## src/include/fcd_map.svh

```systemverilog
/*
 Constants for the flash command host: register offsets, field positions,
 command codes, reset values and bus timing counts.
 Assumes a 100 MHz aclk and an AXI4-Lite master on the register side.
*/
// What this block does
// Program: AA, 55, A0, then address/data
// Device matches only A11..A0 and low byte
// Erase: six writes, 10 chip, 30 sector
// Lockdown: erase prefix, final 60 at sector
// 555/A0 after erase prefix: single-pulse mode
// B0 suspends, 30 resumes; ready high
// ID mode: 555/90; exit F0 forms
// Exit data other than F0 works; use F0
// Block B query: read 80, D1 lock state
// Protection program C0; lock writes 080/X0
// Protection words at 81..88, upper zero
// Config write D0 then 00/01; reset 00
// Busy status: poll, toggles, limit, ready low
// Erase suspended: erasing sector status pattern
// Program suspended: programming sector status pattern
// Limit bit set on overrun or protected
// Query mode: 98 at 55, exit ID exit
// Ready/busy open drain, low while busy
// Single-pulse persists; all writes are data
// Broken sequence returns device to read
`ifndef FCD_MAP_SVH
`define FCD_MAP_SVH
// Register word offsets
`define FCD_REG_CTRL 8'h00
`define FCD_REG_ADDR 8'h04
`define FCD_REG_DATA 8'h08
`define FCD_REG_STAT 8'h0c
`define FCD_REG_RDATA 8'h10
// Control fields
`define FCD_CTRL_OP_LSB 0
`define FCD_CTRL_GO_BIT 8
// Status fields
`define FCD_STAT_BUSY_BIT 0
`define FCD_STAT_RDY_BIT 1
`define FCD_STAT_POLL_BIT 2
`define FCD_STAT_TOG_BIT 3
`define FCD_STAT_LIM_BIT 4
`define FCD_STAT_TOG2_BIT 5
`define FCD_STAT_DONE_BIT 6
// Command addresses and codes
`define FCD_A_555 12'h555
`define FCD_A_2AA 12'h2aa
`define FCD_A_55 12'h055
`define FCD_A_080 12'h080
`define FCD_D_AA 8'haa
`define FCD_D_55 8'h55
`define FCD_D_A0 8'ha0
`define FCD_D_80 8'h80
`define FCD_D_10 8'h10
`define FCD_D_30 8'h30
`define FCD_D_60 8'h60
`define FCD_D_B0 8'hb0
`define FCD_D_90 8'h90
`define FCD_D_F0 8'hf0
`define FCD_D_C0 8'hc0
`define FCD_D_D0 8'hd0
`define FCD_D_98 8'h98
`define FCD_D_X0 8'h00
// Status bit positions on the flash data bus
`define FCD_IO_POLL 7
`define FCD_IO_TOG 6
`define FCD_IO_LIM 5
`define FCD_IO_TOG2 2
`define FCD_IO_LOCKB 1
// Reset value of the ops register
`define FCD_CTRL_RESET 9'h000
// Bus cycle timing, ns and cycles
`define FCD_CLK_NS 10
`define FCD_T_PULSE_NS 40
`define FCD_T_PULSE_CYC ((`FCD_T_PULSE_NS + `FCD_CLK_NS - 1) / `FCD_CLK_NS)
`endif

```

## src/include/fcd_pkg.sv

```systemverilog
/*
 Types for the flash command host: operations, state and flash pins.
 Assumes fcd_map.svh supplies the numeric constants.
*/
package fcd_pkg;
    // Operations software can start
    typedef enum logic [3:0] {
        FCD_OP_PROG = 4'h0, FCD_OP_CHIP_ERASE = 4'h1, FCD_OP_SECT_ERASE = 4'h2,
        FCD_OP_LOCKDOWN = 4'h3, FCD_OP_SPULSE_ENTER = 4'h4, FCD_OP_SINGLE = 4'h5,
        FCD_OP_SUSPEND = 4'h6, FCD_OP_RESUME = 4'h7, FCD_OP_ID_ENTER = 4'h8,
        FCD_OP_ID_EXIT3 = 4'h9, FCD_OP_ID_EXIT1 = 4'ha, FCD_OP_PROT_PROG = 4'hb,
        FCD_OP_PROT_LOCK = 4'hc, FCD_OP_CONFIG = 4'hd, FCD_OP_QUERY = 4'he,
        FCD_OP_READ = 4'hf
    } fcd_op_t;
    // Sequencer phases, one-hot
    typedef enum logic [3:0] {
        FCD_ST_IDLE = 4'b0001, FCD_ST_SETUP = 4'b0010,
        FCD_ST_PULSE = 4'b0100, FCD_ST_HOLD = 4'b1000
    } fcd_state_t;
    // Flash-side pins driven by the host
    typedef struct packed {
        logic ce_n;
        logic oe_n;
        logic we_n;
        logic data_oe_n;
        logic [19:0] addr;
        logic [15:0] dout;
    } fcd_pins_t;
    // Whole module state
    typedef struct packed {
        fcd_state_t st;
        fcd_pins_t pins;
        logic [2:0] idx;
        logic [2:0] len;
        logic [7:0] cnt;
        logic is_read;
        fcd_op_t op;
        logic [19:0] addr;
        logic [15:0] wdata;
        logic [15:0] rdata;
        logic done;
        logic aw_got;
        logic w_got;
        logic [7:0] awaddr;
        logic [31:0] wbuf;
        logic bvalid;
        logic rvalid;
        logic [31:0] rd;
    } fcd_state_all_t;
endpackage : fcd_pkg

```

## src/design/fcd_host.sv

```systemverilog
/*
 Host controller for a parallel NOR flash: takes operations over AXI4-Lite
 and plays the matching write-cycle sequences on the flash pins.
 Assumes flash inputs are synchronous to aclk; data bus is three signals.
*/
`timescale 1ns/1ps
`default_nettype none
`include "fcd_map.svh"
module fcd_host #(
    parameter int PULSE_CYC = `FCD_T_PULSE_CYC
) (
    input wire logic aclk,
    input wire logic aresetn,
    input wire logic [7:0] s_awaddr,
    input wire logic s_awvalid,
    output logic s_awready,
    input wire logic [31:0] s_wdata,
    input wire logic [3:0] s_wstrb,
    input wire logic s_wvalid,
    output logic s_wready,
    output logic [1:0] s_bresp,
    output logic s_bvalid,
    input wire logic s_bready,
    input wire logic [7:0] s_araddr,
    input wire logic s_arvalid,
    output logic s_arready,
    output logic [31:0] s_rdata,
    output logic [1:0] s_rresp,
    output logic s_rvalid,
    input wire logic s_rready,
    output logic flash_ce_n,
    output logic flash_oe_n,
    output logic flash_we_n,
    output logic [19:0] flash_addr,
    output logic [15:0] flash_dq_out,
    output logic flash_dq_oe_n,
    input wire logic [15:0] flash_dq_in,
    input wire logic flash_ready_in
);
    fcd_pkg::fcd_state_all_t s, next_s;

    // One step of a sequence: 12-bit command address or user address
    function automatic logic [35:0] fcd_step(input fcd_pkg::fcd_op_t op,
        input logic [2:0] i, input logic [19:0] a, input logic [15:0] d);
        logic [11:0] ca;
        logic [7:0] cd;
        logic use_user;
        logic use_sa; // User address carrying a command code
        ca = `FCD_A_555;
        cd = `FCD_D_AA;
        use_user = 1'b0;
        use_sa = 1'b0;
        // Unlock prefix shared by all multi-cycle commands
        if (i == 3'd1 || i == 3'd4) begin
            ca = `FCD_A_2AA;
            cd = `FCD_D_55;
        end else if (i == 3'd3) begin
            cd = `FCD_D_AA;
        end
        case (op)
            fcd_pkg::FCD_OP_PROG: begin
                if (i == 3'd2) cd = `FCD_D_A0;
                if (i == 3'd3) use_user = 1'b1;
            end
            fcd_pkg::FCD_OP_CHIP_ERASE: begin
                if (i == 3'd2) cd = `FCD_D_80;
                if (i == 3'd5) cd = `FCD_D_10;
            end
            fcd_pkg::FCD_OP_SECT_ERASE, fcd_pkg::FCD_OP_LOCKDOWN: begin
                if (i == 3'd2) cd = `FCD_D_80;
                // Sector address with 30 or 60
                if (i == 3'd5) begin
                    use_sa = 1'b1;
                    cd = (op == fcd_pkg::FCD_OP_LOCKDOWN) ? `FCD_D_60 : `FCD_D_30;
                end
            end
            fcd_pkg::FCD_OP_SPULSE_ENTER: begin
                if (i == 3'd2) cd = `FCD_D_80;
                if (i == 3'd5) cd = `FCD_D_A0;
            end
            fcd_pkg::FCD_OP_SINGLE: use_user = 1'b1;
            fcd_pkg::FCD_OP_SUSPEND: cd = `FCD_D_B0;
            fcd_pkg::FCD_OP_RESUME: cd = `FCD_D_30;
            fcd_pkg::FCD_OP_ID_ENTER: if (i == 3'd2) cd = `FCD_D_90;
            fcd_pkg::FCD_OP_ID_EXIT3: if (i == 3'd2) cd = `FCD_D_F0;
            fcd_pkg::FCD_OP_ID_EXIT1: cd = `FCD_D_F0;
            fcd_pkg::FCD_OP_PROT_PROG: begin
                if (i == 3'd2) cd = `FCD_D_C0;
                if (i == 3'd3) use_user = 1'b1;
            end
            fcd_pkg::FCD_OP_PROT_LOCK: begin
                if (i == 3'd2) cd = `FCD_D_C0;
                if (i == 3'd3) begin
                    ca = `FCD_A_080;
                    cd = `FCD_D_X0;
                end
            end
            fcd_pkg::FCD_OP_CONFIG: begin
                if (i == 3'd2) cd = `FCD_D_D0;
                if (i == 3'd3) cd = {7'h00, d[0]};
            end
            fcd_pkg::FCD_OP_QUERY: begin
                ca = `FCD_A_55;
                cd = `FCD_D_98;
            end
            default: use_user = 1'b1;
        endcase
        if (use_user) fcd_step = {a, d};
        // Code, not user data, goes with the sector address
        else if (use_sa) fcd_step = {a, 8'h00, cd};
        else fcd_step = {8'h00, ca, 8'h00, cd}; // Upper lines zero
    endfunction : fcd_step

    // Bus cycle count of each operation
    function automatic logic [2:0] fcd_len(input fcd_pkg::fcd_op_t op);
        case (op)
            fcd_pkg::FCD_OP_CHIP_ERASE, fcd_pkg::FCD_OP_SECT_ERASE,
            fcd_pkg::FCD_OP_LOCKDOWN, fcd_pkg::FCD_OP_SPULSE_ENTER: fcd_len = 3'd6;
            fcd_pkg::FCD_OP_ID_ENTER, fcd_pkg::FCD_OP_ID_EXIT3: fcd_len = 3'd3;
            fcd_pkg::FCD_OP_PROG, fcd_pkg::FCD_OP_PROT_PROG,
            fcd_pkg::FCD_OP_PROT_LOCK, fcd_pkg::FCD_OP_CONFIG: fcd_len = 3'd4;
            default: fcd_len = 3'd1;
        endcase
    endfunction : fcd_len

    // Next-state logic: AXI slave plus pin sequencer
    always_comb begin
        logic [35:0] stp;
        logic [31:0] rv;
        next_s = s;
        stp = fcd_step(s.op, s.idx, s.addr, s.wdata);
        rv = 32'h0000_0000;
        // Capture address and data in either order
        if (s_awvalid && !s.aw_got) begin
            next_s.aw_got = 1'b1;
            next_s.awaddr = s_awaddr;
        end
        if (s_wvalid && !s.w_got) begin
            next_s.w_got = 1'b1;
            next_s.wbuf = s_wdata;
        end
        // Commit a write once both halves are held
        if (s.aw_got && s.w_got && !s.bvalid) begin
            next_s.bvalid = 1'b1;
            next_s.aw_got = 1'b0;
            next_s.w_got = 1'b0;
            if (s.awaddr == `FCD_REG_ADDR) next_s.addr = s.wbuf[19:0];
            if (s.awaddr == `FCD_REG_DATA) next_s.wdata = s.wbuf[15:0];
            // Start only when idle; a write while busy is dropped
            if (s.awaddr == `FCD_REG_CTRL && s.wbuf[`FCD_CTRL_GO_BIT]
                && s.st == fcd_pkg::FCD_ST_IDLE) begin
                next_s.op = fcd_pkg::fcd_op_t'(s.wbuf[3:0]);
                next_s.len = fcd_len(fcd_pkg::fcd_op_t'(s.wbuf[3:0]));
                next_s.is_read = (s.wbuf[3:0] == 4'hf);
                next_s.idx = 3'd0;
                next_s.done = 1'b0;
                next_s.cnt = 8'h00;
                next_s.st = fcd_pkg::FCD_ST_SETUP;
            end
        end
        if (s.bvalid && s_bready) next_s.bvalid = 1'b0;
        // Read path: status mixes sequencer busy/done, the ready pin and the last flash read
        case (s_araddr)
            `FCD_REG_ADDR: rv = {12'h000, s.addr};
            `FCD_REG_DATA: rv = {16'h0000, s.wdata};
            `FCD_REG_CTRL: rv = {28'h0000000, s.op};
            `FCD_REG_RDATA: rv = {16'h0000, s.rdata}; // Lock state on D1
            `FCD_REG_STAT: begin
                rv[`FCD_STAT_BUSY_BIT] = (s.st != fcd_pkg::FCD_ST_IDLE);
                rv[`FCD_STAT_RDY_BIT] = flash_ready_in;
                rv[`FCD_STAT_POLL_BIT] = s.rdata[`FCD_IO_POLL];
                rv[`FCD_STAT_TOG_BIT] = s.rdata[`FCD_IO_TOG];
                rv[`FCD_STAT_LIM_BIT] = s.rdata[`FCD_IO_LIM];
                rv[`FCD_STAT_TOG2_BIT] = s.rdata[`FCD_IO_TOG2];
                rv[`FCD_STAT_DONE_BIT] = s.done;
            end
            default: rv = 32'h0000_0000;
        endcase
        if (s_arvalid && !s.rvalid) begin
            next_s.rvalid = 1'b1;
            next_s.rd = rv;
        end
        if (s.rvalid && s_rready) next_s.rvalid = 1'b0;
        // Pin sequencer: setup, strobe, hold for each bus cycle
        case (s.st)
            fcd_pkg::FCD_ST_IDLE: begin
                next_s.pins.ce_n = 1'b1;
                next_s.pins.we_n = 1'b1;
                next_s.pins.oe_n = 1'b1;
                next_s.pins.data_oe_n = 1'b1;
            end
            fcd_pkg::FCD_ST_SETUP: begin
                next_s.pins.addr = s.is_read ? s.addr : stp[35:16];
                next_s.pins.dout = stp[15:0];
                next_s.pins.ce_n = 1'b0;
                next_s.pins.data_oe_n = s.is_read; // Drive low while writing
                next_s.cnt = 8'h00;
                next_s.st = fcd_pkg::FCD_ST_PULSE;
            end
            fcd_pkg::FCD_ST_PULSE: begin
                next_s.pins.we_n = s.is_read;
                next_s.pins.oe_n = !s.is_read;
                next_s.cnt = s.cnt + 8'h01;
                if (s.cnt == 8'(PULSE_CYC)) begin
                    if (s.is_read) next_s.rdata = flash_dq_in;
                    next_s.pins.we_n = 1'b1;
                    next_s.pins.oe_n = 1'b1;
                    next_s.st = fcd_pkg::FCD_ST_HOLD;
                end
            end
            fcd_pkg::FCD_ST_HOLD: begin
                next_s.pins.ce_n = 1'b1;
                next_s.pins.data_oe_n = 1'b1;
                if (s.idx + 3'd1 >= s.len) begin
                    next_s.done = 1'b1;
                    next_s.st = fcd_pkg::FCD_ST_IDLE;
                end else begin
                    next_s.idx = s.idx + 3'd1;
                    next_s.st = fcd_pkg::FCD_ST_SETUP;
                end
            end
            default: next_s.st = fcd_pkg::FCD_ST_IDLE;
        endcase
    end

    // State register with synchronous reset
    always_ff @(posedge aclk) begin
        if (!aresetn) begin
            s <= '0;
            s.st <= fcd_pkg::FCD_ST_IDLE;
            s.pins.ce_n <= 1'b1;
            s.pins.oe_n <= 1'b1;
            s.pins.we_n <= 1'b1;
            s.pins.data_oe_n <= 1'b1;
        end else begin
            s <= next_s;
        end
    end

    // Port drive
    assign s_awready = !s.aw_got;
    assign s_wready = !s.w_got;
    assign s_bvalid = s.bvalid;
    assign s_bresp = 2'b00;
    assign s_arready = !s.rvalid;
    assign s_rvalid = s.rvalid;
    assign s_rdata = s.rd;
    assign s_rresp = 2'b00;
    assign flash_ce_n = s.pins.ce_n;
    assign flash_oe_n = s.pins.oe_n;
    assign flash_we_n = s.pins.we_n;
    assign flash_addr = s.pins.addr;
    assign flash_dq_out = s.pins.dout;
    assign flash_dq_oe_n = s.pins.data_oe_n;

    // Every first cycle of a multi-cycle operation starts at 555 with AA
    fcd_first_aa_a: assert property (@(posedge aclk) disable iff (!aresetn)
        (s.st == fcd_pkg::FCD_ST_SETUP && s.idx == 3'd0 && s.len > 3'd1)
        |=> (flash_addr[11:0] == 12'h555 && flash_dq_out[7:0] == 8'haa))
        else $error("first unlock cycle wrong");
    // Write strobe never overlaps output enable
    fcd_we_oe_a: assert property (@(posedge aclk) disable iff (!aresetn)
        !(!flash_we_n && !flash_oe_n)) else $error("we and oe both low");
    // Data driven during a write strobe
    fcd_drive_we_a: assert property (@(posedge aclk) disable iff (!aresetn)
        !flash_we_n |-> !flash_dq_oe_n) else $error("undriven write");
    // Write pulse lasts the set number of cycles
    fcd_pulse_len_a: assert property (@(posedge aclk) disable iff (!aresetn)
        $fell(flash_we_n) |-> !flash_we_n [*4]) else $error("short write pulse");
    // Protection lock fourth cycle at 080 with 00, upper address zero
    fcd_upper_zero_a: assert property (@(posedge aclk) disable iff (!aresetn)
        (s.st == fcd_pkg::FCD_ST_SETUP && s.op == fcd_pkg::FCD_OP_PROT_LOCK
        && s.idx == 3'd3) |=> (flash_addr == 20'h00080 && flash_dq_out[7:0] == 8'h00))
        else $error("lock cycle wrong");
    // Config fourth cycle carries 00 or 01
    fcd_cfg_val_a: assert property (@(posedge aclk) disable iff (!aresetn)
        (s.st == fcd_pkg::FCD_ST_SETUP && s.op == fcd_pkg::FCD_OP_CONFIG
        && s.idx == 3'd3) |=> (flash_dq_out[7:1] == 7'h00))
        else $error("config value out of range");
    // Busy op ends within a bounded time
    fcd_done_a: assert property (@(posedge aclk) disable iff (!aresetn)
        $rose(s.st == fcd_pkg::FCD_ST_SETUP) && s.idx == 3'd0
        |-> ##[1:60] s.st == fcd_pkg::FCD_ST_IDLE) else $error("sequence hung");
    // Write response follows a taken write
    fcd_bresp_a: assert property (@(posedge aclk) disable iff (!aresetn)
        (s.aw_got && s.w_got && !s.bvalid) |=> s_bvalid) else $error("no bresp");
endmodule : fcd_host
`default_nettype wire

```

## config.mk

```make
export PLATFORM = sky130hd
export DESIGN_NAME = fcd_host
export DESIGN_NICKNAME = d
export VERILOG_FILES = /design/src/include/fcd_pkg.sv /design/src/design/fcd_host.sv
export VERILOG_INCLUDE_DIRS = /design/src /design/src/include
export SDC_FILE = /design/constraint.sdc
export NUM_CORES = 1
export LEC_CHECK = 0
export ABC_CLOCK_PERIOD_IN_PS = 6000
export BUFFER_PORTS_ARGS = -buffer_cell sky130_fd_sc_hd__buf_2
export CORE_UTILIZATION = 25
export DETAILED_ROUTE_END_ITERATION = 7
export SYNTH_ARGS = -nofsm -noshare
export SYNTH_HDL_FRONTEND = slang
export SYNTH_SLANG_ARGS = --single-unit
export TNS_END_PERCENT = 20
```

## constraint.sdc

```tcl
create_clock -name aclk -period 6 [get_ports aclk]
set_input_delay 1.2 -clock aclk [delete_from_list [all_inputs] [get_ports aclk]]
set_output_delay 1.2 -clock aclk [all_outputs]
set_load 0.005 [all_outputs]
```

**Word-level counts from Yosys, hierarchy flattened**

Memory sizes are Yosys's and may differ from the RTL's. A register that Yosys moved wholly into a read port is not among the register bits.
Index checks and enable logic that the tools add are counted.
Widths: inputs -> output; s select.

- Register bits: 180
- ROM bits: 48
- Input bits: 76
- Output and inout bits: 81
- Word-level logic and storage cells: 143
- Memories: 1

Memories:

| name | depth | width | read ports | clocked after Yosys merged registers in | wr ports | line | text |
|---|---|---|---|---|---|---|---|
| (name not given) | 16 | 3 | 1 | 1 | 0 | fcd_host.sv:116 | `case (op)` |

- Add/subtract/negate cells: 2
- Order comparisons: 1
- Equal/unequal tests: 31
- Muxes and demuxes: 50
- Bitwise logic cells: 1
- Reduce and logical (&&, ||, !) cells: 34

Operators by type and width:

| cell | number |
|---|---|
| $pmux 8 s13 | 1 |
| $mux 8 | 12 |
| $mux 36 | 2 |
| $mux 55 | 1 |
| $mux 20 | 2 |
| $pmux 13 s3 | 1 |
| $eq 4x4->1 const B | 9 |
| $pmux 7 s5 | 1 |
| $eq 8x3->1 const B | 3 |
| $eq 8x4->1 const B | 3 |
| $pmux 12 s2 | 1 |
| $mux 4 | 5 |
| $mux 19 | 1 |
| $eq 4x3->1 const B | 4 |
| $logic_not 8->1 | 2 |
| $mux 16 | 1 |
| $pmux 4 s4 | 1 |
| $pmux 8 s2 | 1 |
| $eq 4x2->1 const B | 3 |
| $mux 12 | 1 |
| $reduce_or 12->1 | 1 |
| $reduce_or 2->1 | 6 |
| $mux 11 | 1 |
| $logic_and 1x1->1 | 9 |
| 23 further kinds | 47 |

**Depth between registers and ports, before layout**

Gate-level depths: netlist of the first run.

- Depth after elaboration: 9
- Gate-level depth with buffers: 9
- Depth with buffers taken out: 8

**Worst setup path before layout of the first run**

No wires, ideal clock.

- Kind: input to register
- Start: input port s_araddr[1]
- End: register s, in the netlist s_rdata[7]
- Setup time: 65 ps
- Arrival time: 2596 ps
- Required time: 5935 ps
- Setup slack: 3339 ps
- Stages: 6
- Buffers on the path: 1
- Cell sequence: or4_1 -> nor3_1 -> o21a_1 -> buf_2 -> a22oi_1 -> nor2_1

- Longest elaborated chain between the ends: 2
- Elaborated cells on any way between the ends: 4
- Classes of those cells: eq/ne: 3; mux: 1

RTL lines:

| element | line | text |
|---|---|---|
| start, declared | fcd_host.sv:24 | `input wire logic [7:0] s_araddr,` |
| $eq 8x5->1, or another cell as far along | fcd_host.sv:163 | `case (s_araddr)` |
| $pmux 13 s3 * | fcd_host.sv:163 |  |
| end signal, assigned | fcd_host.sv:236 | `s <= next_s;` |
| end, declared | fcd_host.sv:40 | `fcd_pkg::fcd_state_all_t s, next_s;` |

Every way passes the cells marked *; elsewhere a longest branch is shown, timed or not.
A chain may end at the register's enable or synchronous reset.

**Worst setup path in the final report of the first run**

- Start: register s[131] (netlist name)
- End: register s, in the netlist flash_addr[3]

- Longest elaborated chain between the ends: 6
- Elaborated cells on any way between the ends: 23
- Classes of those cells: eq/ne: 13; mux: 6; reduce/logical: 4

RTL lines:

| element | line | text |
|---|---|---|
| parallel branches: the longest is 4 deep, another holds $reduce_or 12->1 | n/a |  |
| $mux 36 * | fcd_host.sv:108 | `if (use_user) fcd_step = {a, d};` |
| $mux 20 * | fcd_host.sv:193 | `next_s.pins.addr = s.is_read ? s.addr : stp[35:16];` |

Every way passes the cells marked *.

==> flow_summary.json, run 1 <==
{
  "hold_viol": 0,
  "die-height_um": 185,
  "rsz0062_at_grt": "false",
  "max_freq_mhz": 299,
  "layout-drive-gt1-share_pct": 18.1,
  "combPwrFrac_pct": 4.4,
  "finalCritPeriodShare_pct": 55.7,
  "worst_pin_slew_ns": 1.05,
  "htreeDepth": 4,
  "area_growth_pct": 13.3,
  "drt_iter0_markers": 500,
  "grtUsageMet1_pct": 19.8,
  "nNetsFinal": 1094,
  "holdBufCountCts": 0,
  "grt_pass1_wl_um": 36200,
  "cts_tree": "yes",
  "vias_per_cell": 4.72,
  "setup_violations": 0,
  "power_frac_clock_pct": 49.8,
  "die_area_um2": 34100,
  "clock_latency_ns": 0.43,
  "core_um2": 32700,
  "crit_required_ns": 6.32,
  "die_w_um": 185,
  "p_int_w": 0.00195,
  "path_depth": 5,
  "synth-edff-count": 0,
  "synth_seq_cells": 171,
  "synth_area_um2": 8350,
  "grt.met3_usage_pct": 3.76,
  "period_minus_slack_ns": 3.34,
  "max_stage_delay_ns": 0.92,
  "cts_buffers": 17,
  "fin_skew_ns": 0.00969,
  "yosysSeqAreaShare_pct": 41.0,
  "power_w": 0.00254,
  "clk_pin_slew_ns": 0.07,
  "hold_depth": 2,
  "clock_path_buffers": 2,
  "cts_resized": 0,
  "dr.pass1.iters": 5,
  "power_frac_seq_pct": 45.8,
  "worstPathMaxFanout": 29,
  "cp-end-kind": "flip-flop",
  "rows": 66,
  "ant_nets": 0,
  "synthArstFlopShare_pct": 0,
  "cp-start-kind": "flip-flop",
  "port_buffers": 124,
  "leakage_nw": 4.06,
  "first_global_vias": 6256,
  "routabilityCongestion": 0.890,
  "wl_per_cell_um": 16.0,
  "postCtsSetupRepairBufs": 0,
  "cts_root_buffer": "clkbuf_16",
  "drv_cap": 0,
  "cts.sinks": 171,
  "synth_cell_types": 79,
  "peakVddDrop_mv": 0.168,
  "worstSetupPathType": "flip-flop to flip-flop",
  "status": "completed",
  "dp_hpwl_um": 16900,
  "p_per_area_nw_per_um2": 269,
  "drt-total-wl_um": 23500,
  "rrSetupSlack_ns": 2.66,
  "avgSynthCellArea_um2": 8.48,
  "dr_total_vias": 6913,
  "layout_commonest_cell": "dfxtp_1",
  "cp_top_family": "simple AND/OR/NAND/NOR gates",
  "critical_path_buf_inv_count": 0,
  "grt_antenna_before_repair": 5,
  "setup_tns_ns": 0,
  "net-switching-power_w": 0.000595,
  "busiest_layer": "met1",
  "worstPathArrival_ns": 3.66,
  "hp-class": "flip-flop to flip-flop",
  "gr-total-overflow": 0,
  "drc": 0,
  "r2r_cells": 5,
  "p_sw_share_pct": 23.4,
  "critPathSlowestCell": "dfxtp_1",
  "maxSlewViolCount": 0,
  "use_met2_pct": 19.7,
  "ys_warn_count": 0,
  "syn-instance-count": 985,
  "synth-main-ff-cell": "dfxtp_1",
  "start_util_pct": 25.5,
  "grt_max_degree": 73,
  "relSlewSlack_pct": 29.7,
  "ioPinCount": 157,
  "grt.total_usage_pct": 13.8,
  "most-common-layout-cells": "171 x dfxtp_1, 124 x buf_2, 114 x nor2_1",
  "path_cells": "nor4bb_1 > a221o_1 > or2_1 > o31a_1 > a21oi_1"
}
[stage by stage]
stage	instances	worst slack (ns)	utilization [%]	cell area (um2)	hold slack, ns
finish	1465	2.66	28.9	9460	0.448
global route	1462	2.40	28.9	9450	0.469
floorplan	1000	3.34	-	8410	0.426
detailed placement	1429	2.48	26.8	8780	0.441
CTS	1461	2.67	28.9	9450	0.450
global placement	1429	2.48	26.8	8780	0.437
[registers in the layout, summed over array words and instances, names as in the netlist, named ones only]
| name | cells |
|---|---|
| s | 106 |
| flash_addr | 20 |
| s_rdata | 20 |
| flash_dq_out | 16 |
| flash_ce_n | 1 |
| flash_dq_oe_n | 1 |
| flash_oe_n | 1 |
| flash_we_n | 1 |
| s_bvalid | 1 |
| s_rvalid | 1 |
[power groups by stage]
stage                     combinational [W]  clock [W]  sequential [W]
final                              0.000111    0.00127         0.00117
after global routing               0.000126    0.00133         0.00117
after CTS                          0.000112    0.00129         0.00117
after detailed placement           0.000111          0         0.00119
after global placement             0.000111          0         0.00119
after floorplan                   0.0000814          0         0.00119
[cells in the mapped netlist (all sizes together), types with 16 or more instances]
| cell | count | share of area [%] |
|---|---|---|
| nor3 | 16 | 1.0 |
| buf | 92 | 8.0 |
| a21oi | 75 | 4.5 |
| nand2 | 102 | 4.6 |
| nor2 | 114 | 5.1 |
| mux2i | 72 | 8.6 |
| o21ai | 35 | 2.1 |
| nand3 | 36 | 2.2 |
| inv | 20 | 0.90 |
| dfxtp | 171 | 41 |
| a22oi | 33 | 3.0 |
| clkbuf | 52 | 2.3 |
[worst min-delay path, delay by kind of cell, from the launching register on]
family / cells / cell delay [ns]
AO/OA/AOI/OAI: 1 / 0.05
AND/OR/NAND/NOR: 1 / 0.05
flip-flops: 1 / 0.31
[routing by layer]
metal,share of wire [%],vias to the layer above,wire (um)
met5,0.034,-,8
met4,1.4,2,335
met3,6.3,20,1480
met2,42,202,9950
met1,50,3282,11700
li1,-,3407,-
[worst paths after layout]
path / start / to
setup / recovery: s[131]$_SDFFE_PN0P_ / flash_addr[3]$_SDFFE_PN0P_
hold / removal: flash_addr[15]$_SDFFE_PN0P_ / flash_addr[15]$_SDFFE_PN0P_
setup reg to reg: s[131]$_SDFFE_PN0P_ / flash_addr[3]$_SDFFE_PN0P_
hold reg to reg: flash_addr[15]$_SDFFE_PN0P_ / flash_addr[15]$_SDFFE_PN0P_
[area by class of cell]
type                            count  area, um2
Fill cell                        3523      23200
Multi-Input combinational cell    664       4050
Sequential cell                   171       3420
Timing Repair Buffer              131        673
Tap cell                          442        553
Clock buffer                       17        425
Clock inverter                     15        248
Inverter                           21       81.3
Antenna cell                        4       10.0
[cell families after synthesis]
family,count (synthesis),share of synthesized area (%)
simple gates,341,19.7
compound gates,215,16.6
flops,171,41.0
buf+inv,165,11.3
mux,76,9.17
fa+ha+maj,12,1.80
xor+xnor,4,0.420
other cells,1,0.0449
(Power assumes the default switching activity.)
==> run 2, diff against run 1 <==
- ABC_CLOCK_PERIOD_IN_PS: 6000 -> 3400
- clock period: 6 -> 3.4 ns (I/O delays scaled with it)
==> run 2 against run 1 <==
Effect of this change: cell count increased by 0.89%; total power increased by 68%; worst hold slack improved by 0.0052 ns; utilization increased by 0.13 points; sequential cell count unchanged; die area unchanged; clock power increased by 60%; sequential share of layout area decreased by 0.16 points; first-iteration DRC count increased by 19%; maximum frequency increased by 29%; combinational power increased by 80%; global-route usage increased by 0.20 points; largest power group is now sequential cells.
==> flow_summary.json, run 2 (same netlist as run 1, synthesis figures left out) <==
{
  "cts_tree": "yes",
  "dp_hpwl_um": 17600,
  "fin_skew_ns": 0.00913,
  "grt_pass1_wl_um": 36700,
  "power_w": 0.00429,
  "hold_depth": 2,
  "grt_max_degree": 81,
  "relSlewSlack_pct": 32.3,
  "drv_cap": 0,
  "die_area_um2": 34100,
  "drt-total-wl_um": 23800,
  "max_freq_mhz": 386,
  "worstPathMaxFanout": 15,
  "layout-drive-gt1-share_pct": 19.1,
  "htreeDepth": 4,
  "largest_reg_flops": 106,
  "clk_pin_slew_ns": 0.07,
  "first_global_vias": 6309,
  "grt_antenna_before_repair": 3,
  "core_um2": 32700,
  "cp-start-kind": "flip-flop",
  "gr-total-overflow": 0,
  "p_per_area_nw_per_um2": 451,
  "cts.sinks": 171,
  "vias_per_cell": 4.72,
  "finalCritPeriodShare_pct": 76.2,
  "wl_per_cell_um": 16.1,
  "grt.total_usage_pct": 14.0,
  "crit_required_ns": 3.77,
  "die_w_um": 185,
  "rsz0062_at_grt": "false",
  "port_buffers": 124,
  "cts_root_buffer": "clkbuf_16",
  "worstPathArrival_ns": 2.96,
  "hold_viol": 0,
  "leakage_nw": 4.09,
  "drt_iter0_markers": 594,
  "ioPinCount": 157,
  "final_area_um2": 9500,
  "place_area_um2": 8880,
  "period_minus_slack_ns": 2.59,
  "cts_resized": 0,
  "worst_pin_slew_ns": 1.02,
  "holdBufCountCts": 0,
  "dr.pass1.iters": 5,
  "clock_latency_ns": 0.43,
  "postCtsSetupRepairBufs": 0,
  "status": "completed",
  "start_util_pct": 25.5,
  "setup_violations": 0,
  "hp-class": "flip-flop to flip-flop",
  "fin_util_pct": 29.1,
  "top_register": "s",
  "ant_nets": 0,
  "setup_tns_ns": 0,
  "maxSlewViolCount": 0,
  "r2r_cells": 8,
  "most-common-layout-cells": "171 x dfxtp_1, 124 x buf_2, 114 x nor2_1",
  "nNetsFinal": 1108,
  "routabilityCongestion": 0.884,
  "layout_commonest_cell": "dfxtp_1",
  "worstSetupPathType": "flip-flop to flip-flop",
  "clock_path_buffers": 2,
  "peakVddDrop_mv": 0.313,
  "rows": 66,
  "area_growth_pct": 13.8,
  "cts_buffers": 17,
  "drc": 0,
  "dr_total_vias": 6982,
  "cp-end-kind": "flip-flop",
  "die-height_um": 185
}
[run 2: cell types whose count changed in the layout (fill, tap and decap cells not counted), sizes merged]
cell,delta
buf,+14
clkinvlp,+4
clkbuf,+1
bufinv,-2
clkinv,+1
inv,-4
diode,-1
[run 2: metrics by stage]
stage	hold WS, ns	cells	setup WS (ns)
after CTS	0.454	1475	0.851
final	0.453	1478	0.809
after global placement	0.437	1443	0.906
after detailed placement	0.443	1443	0.895
after global routing	0.469	1476	0.527
after floorplan	0.426	1000	1.11
[run 2: final timing paths]
| check | start | endpoint | slack (ns) |
|---|---|---|---|
| worst max-delay path | s[147]$_SDFF_PN0_ | flash_addr[7]$_SDFFE_PN0P_ | 0.81 |
| worst max register to register | s[147]$_SDFF_PN0_ | flash_addr[7]$_SDFFE_PN0P_ | 0.81 |
| worst min-delay path | flash_addr[11]$_SDFFE_PN0P_ | flash_addr[11]$_SDFFE_PN0P_ | 0.45 |
| worst min register to register | flash_addr[11]$_SDFFE_PN0P_ | flash_addr[11]$_SDFFE_PN0P_ | 0.45 |
[run 2: power by group]
part / internal (W) / switching (W) / total (W)
clock network: 0.00117 / 0.000859 / 0.00203
registers: 0.00203 / 0.0000241 / 0.00206
logic: 0.0000762 / 0.000124 / 0.000200
[run 2: worst max-delay path, stage by stage (launching register included)]
cell and delay, ns:
dfxtp_1 0.60, inv_1 0.09, ha_1 0.23, buf_4 0.19, nor3b_1 0.14, o21ai_0 0.16
o21ai_0 0.18, o21ai_0 0.64, o221a_2 0.32
[run 2: metal layers]
metal,wire [um],GRT usage [%],vias up,part of all wire [%]
li1,-,-,3451,-
met4,564,5.16,4,2.4
met1,11600,19.6,3263,49
met5,19,0,-,0.080
met2,9990,20.3,229,42
met3,1650,3.89,35,6.9
[run 2: area by class of cell]
type,count,area (um2)
Fill cell,3519,23200
Tap cell,442,553
Inverter,21,81.3
Timing Repair Buffer,145,778
Antenna cell,3,7.51
Sequential cell,171,3420
Multi-Input combinational cell,664,4050
Clock buffer,18,429
Clock inverter,14,184
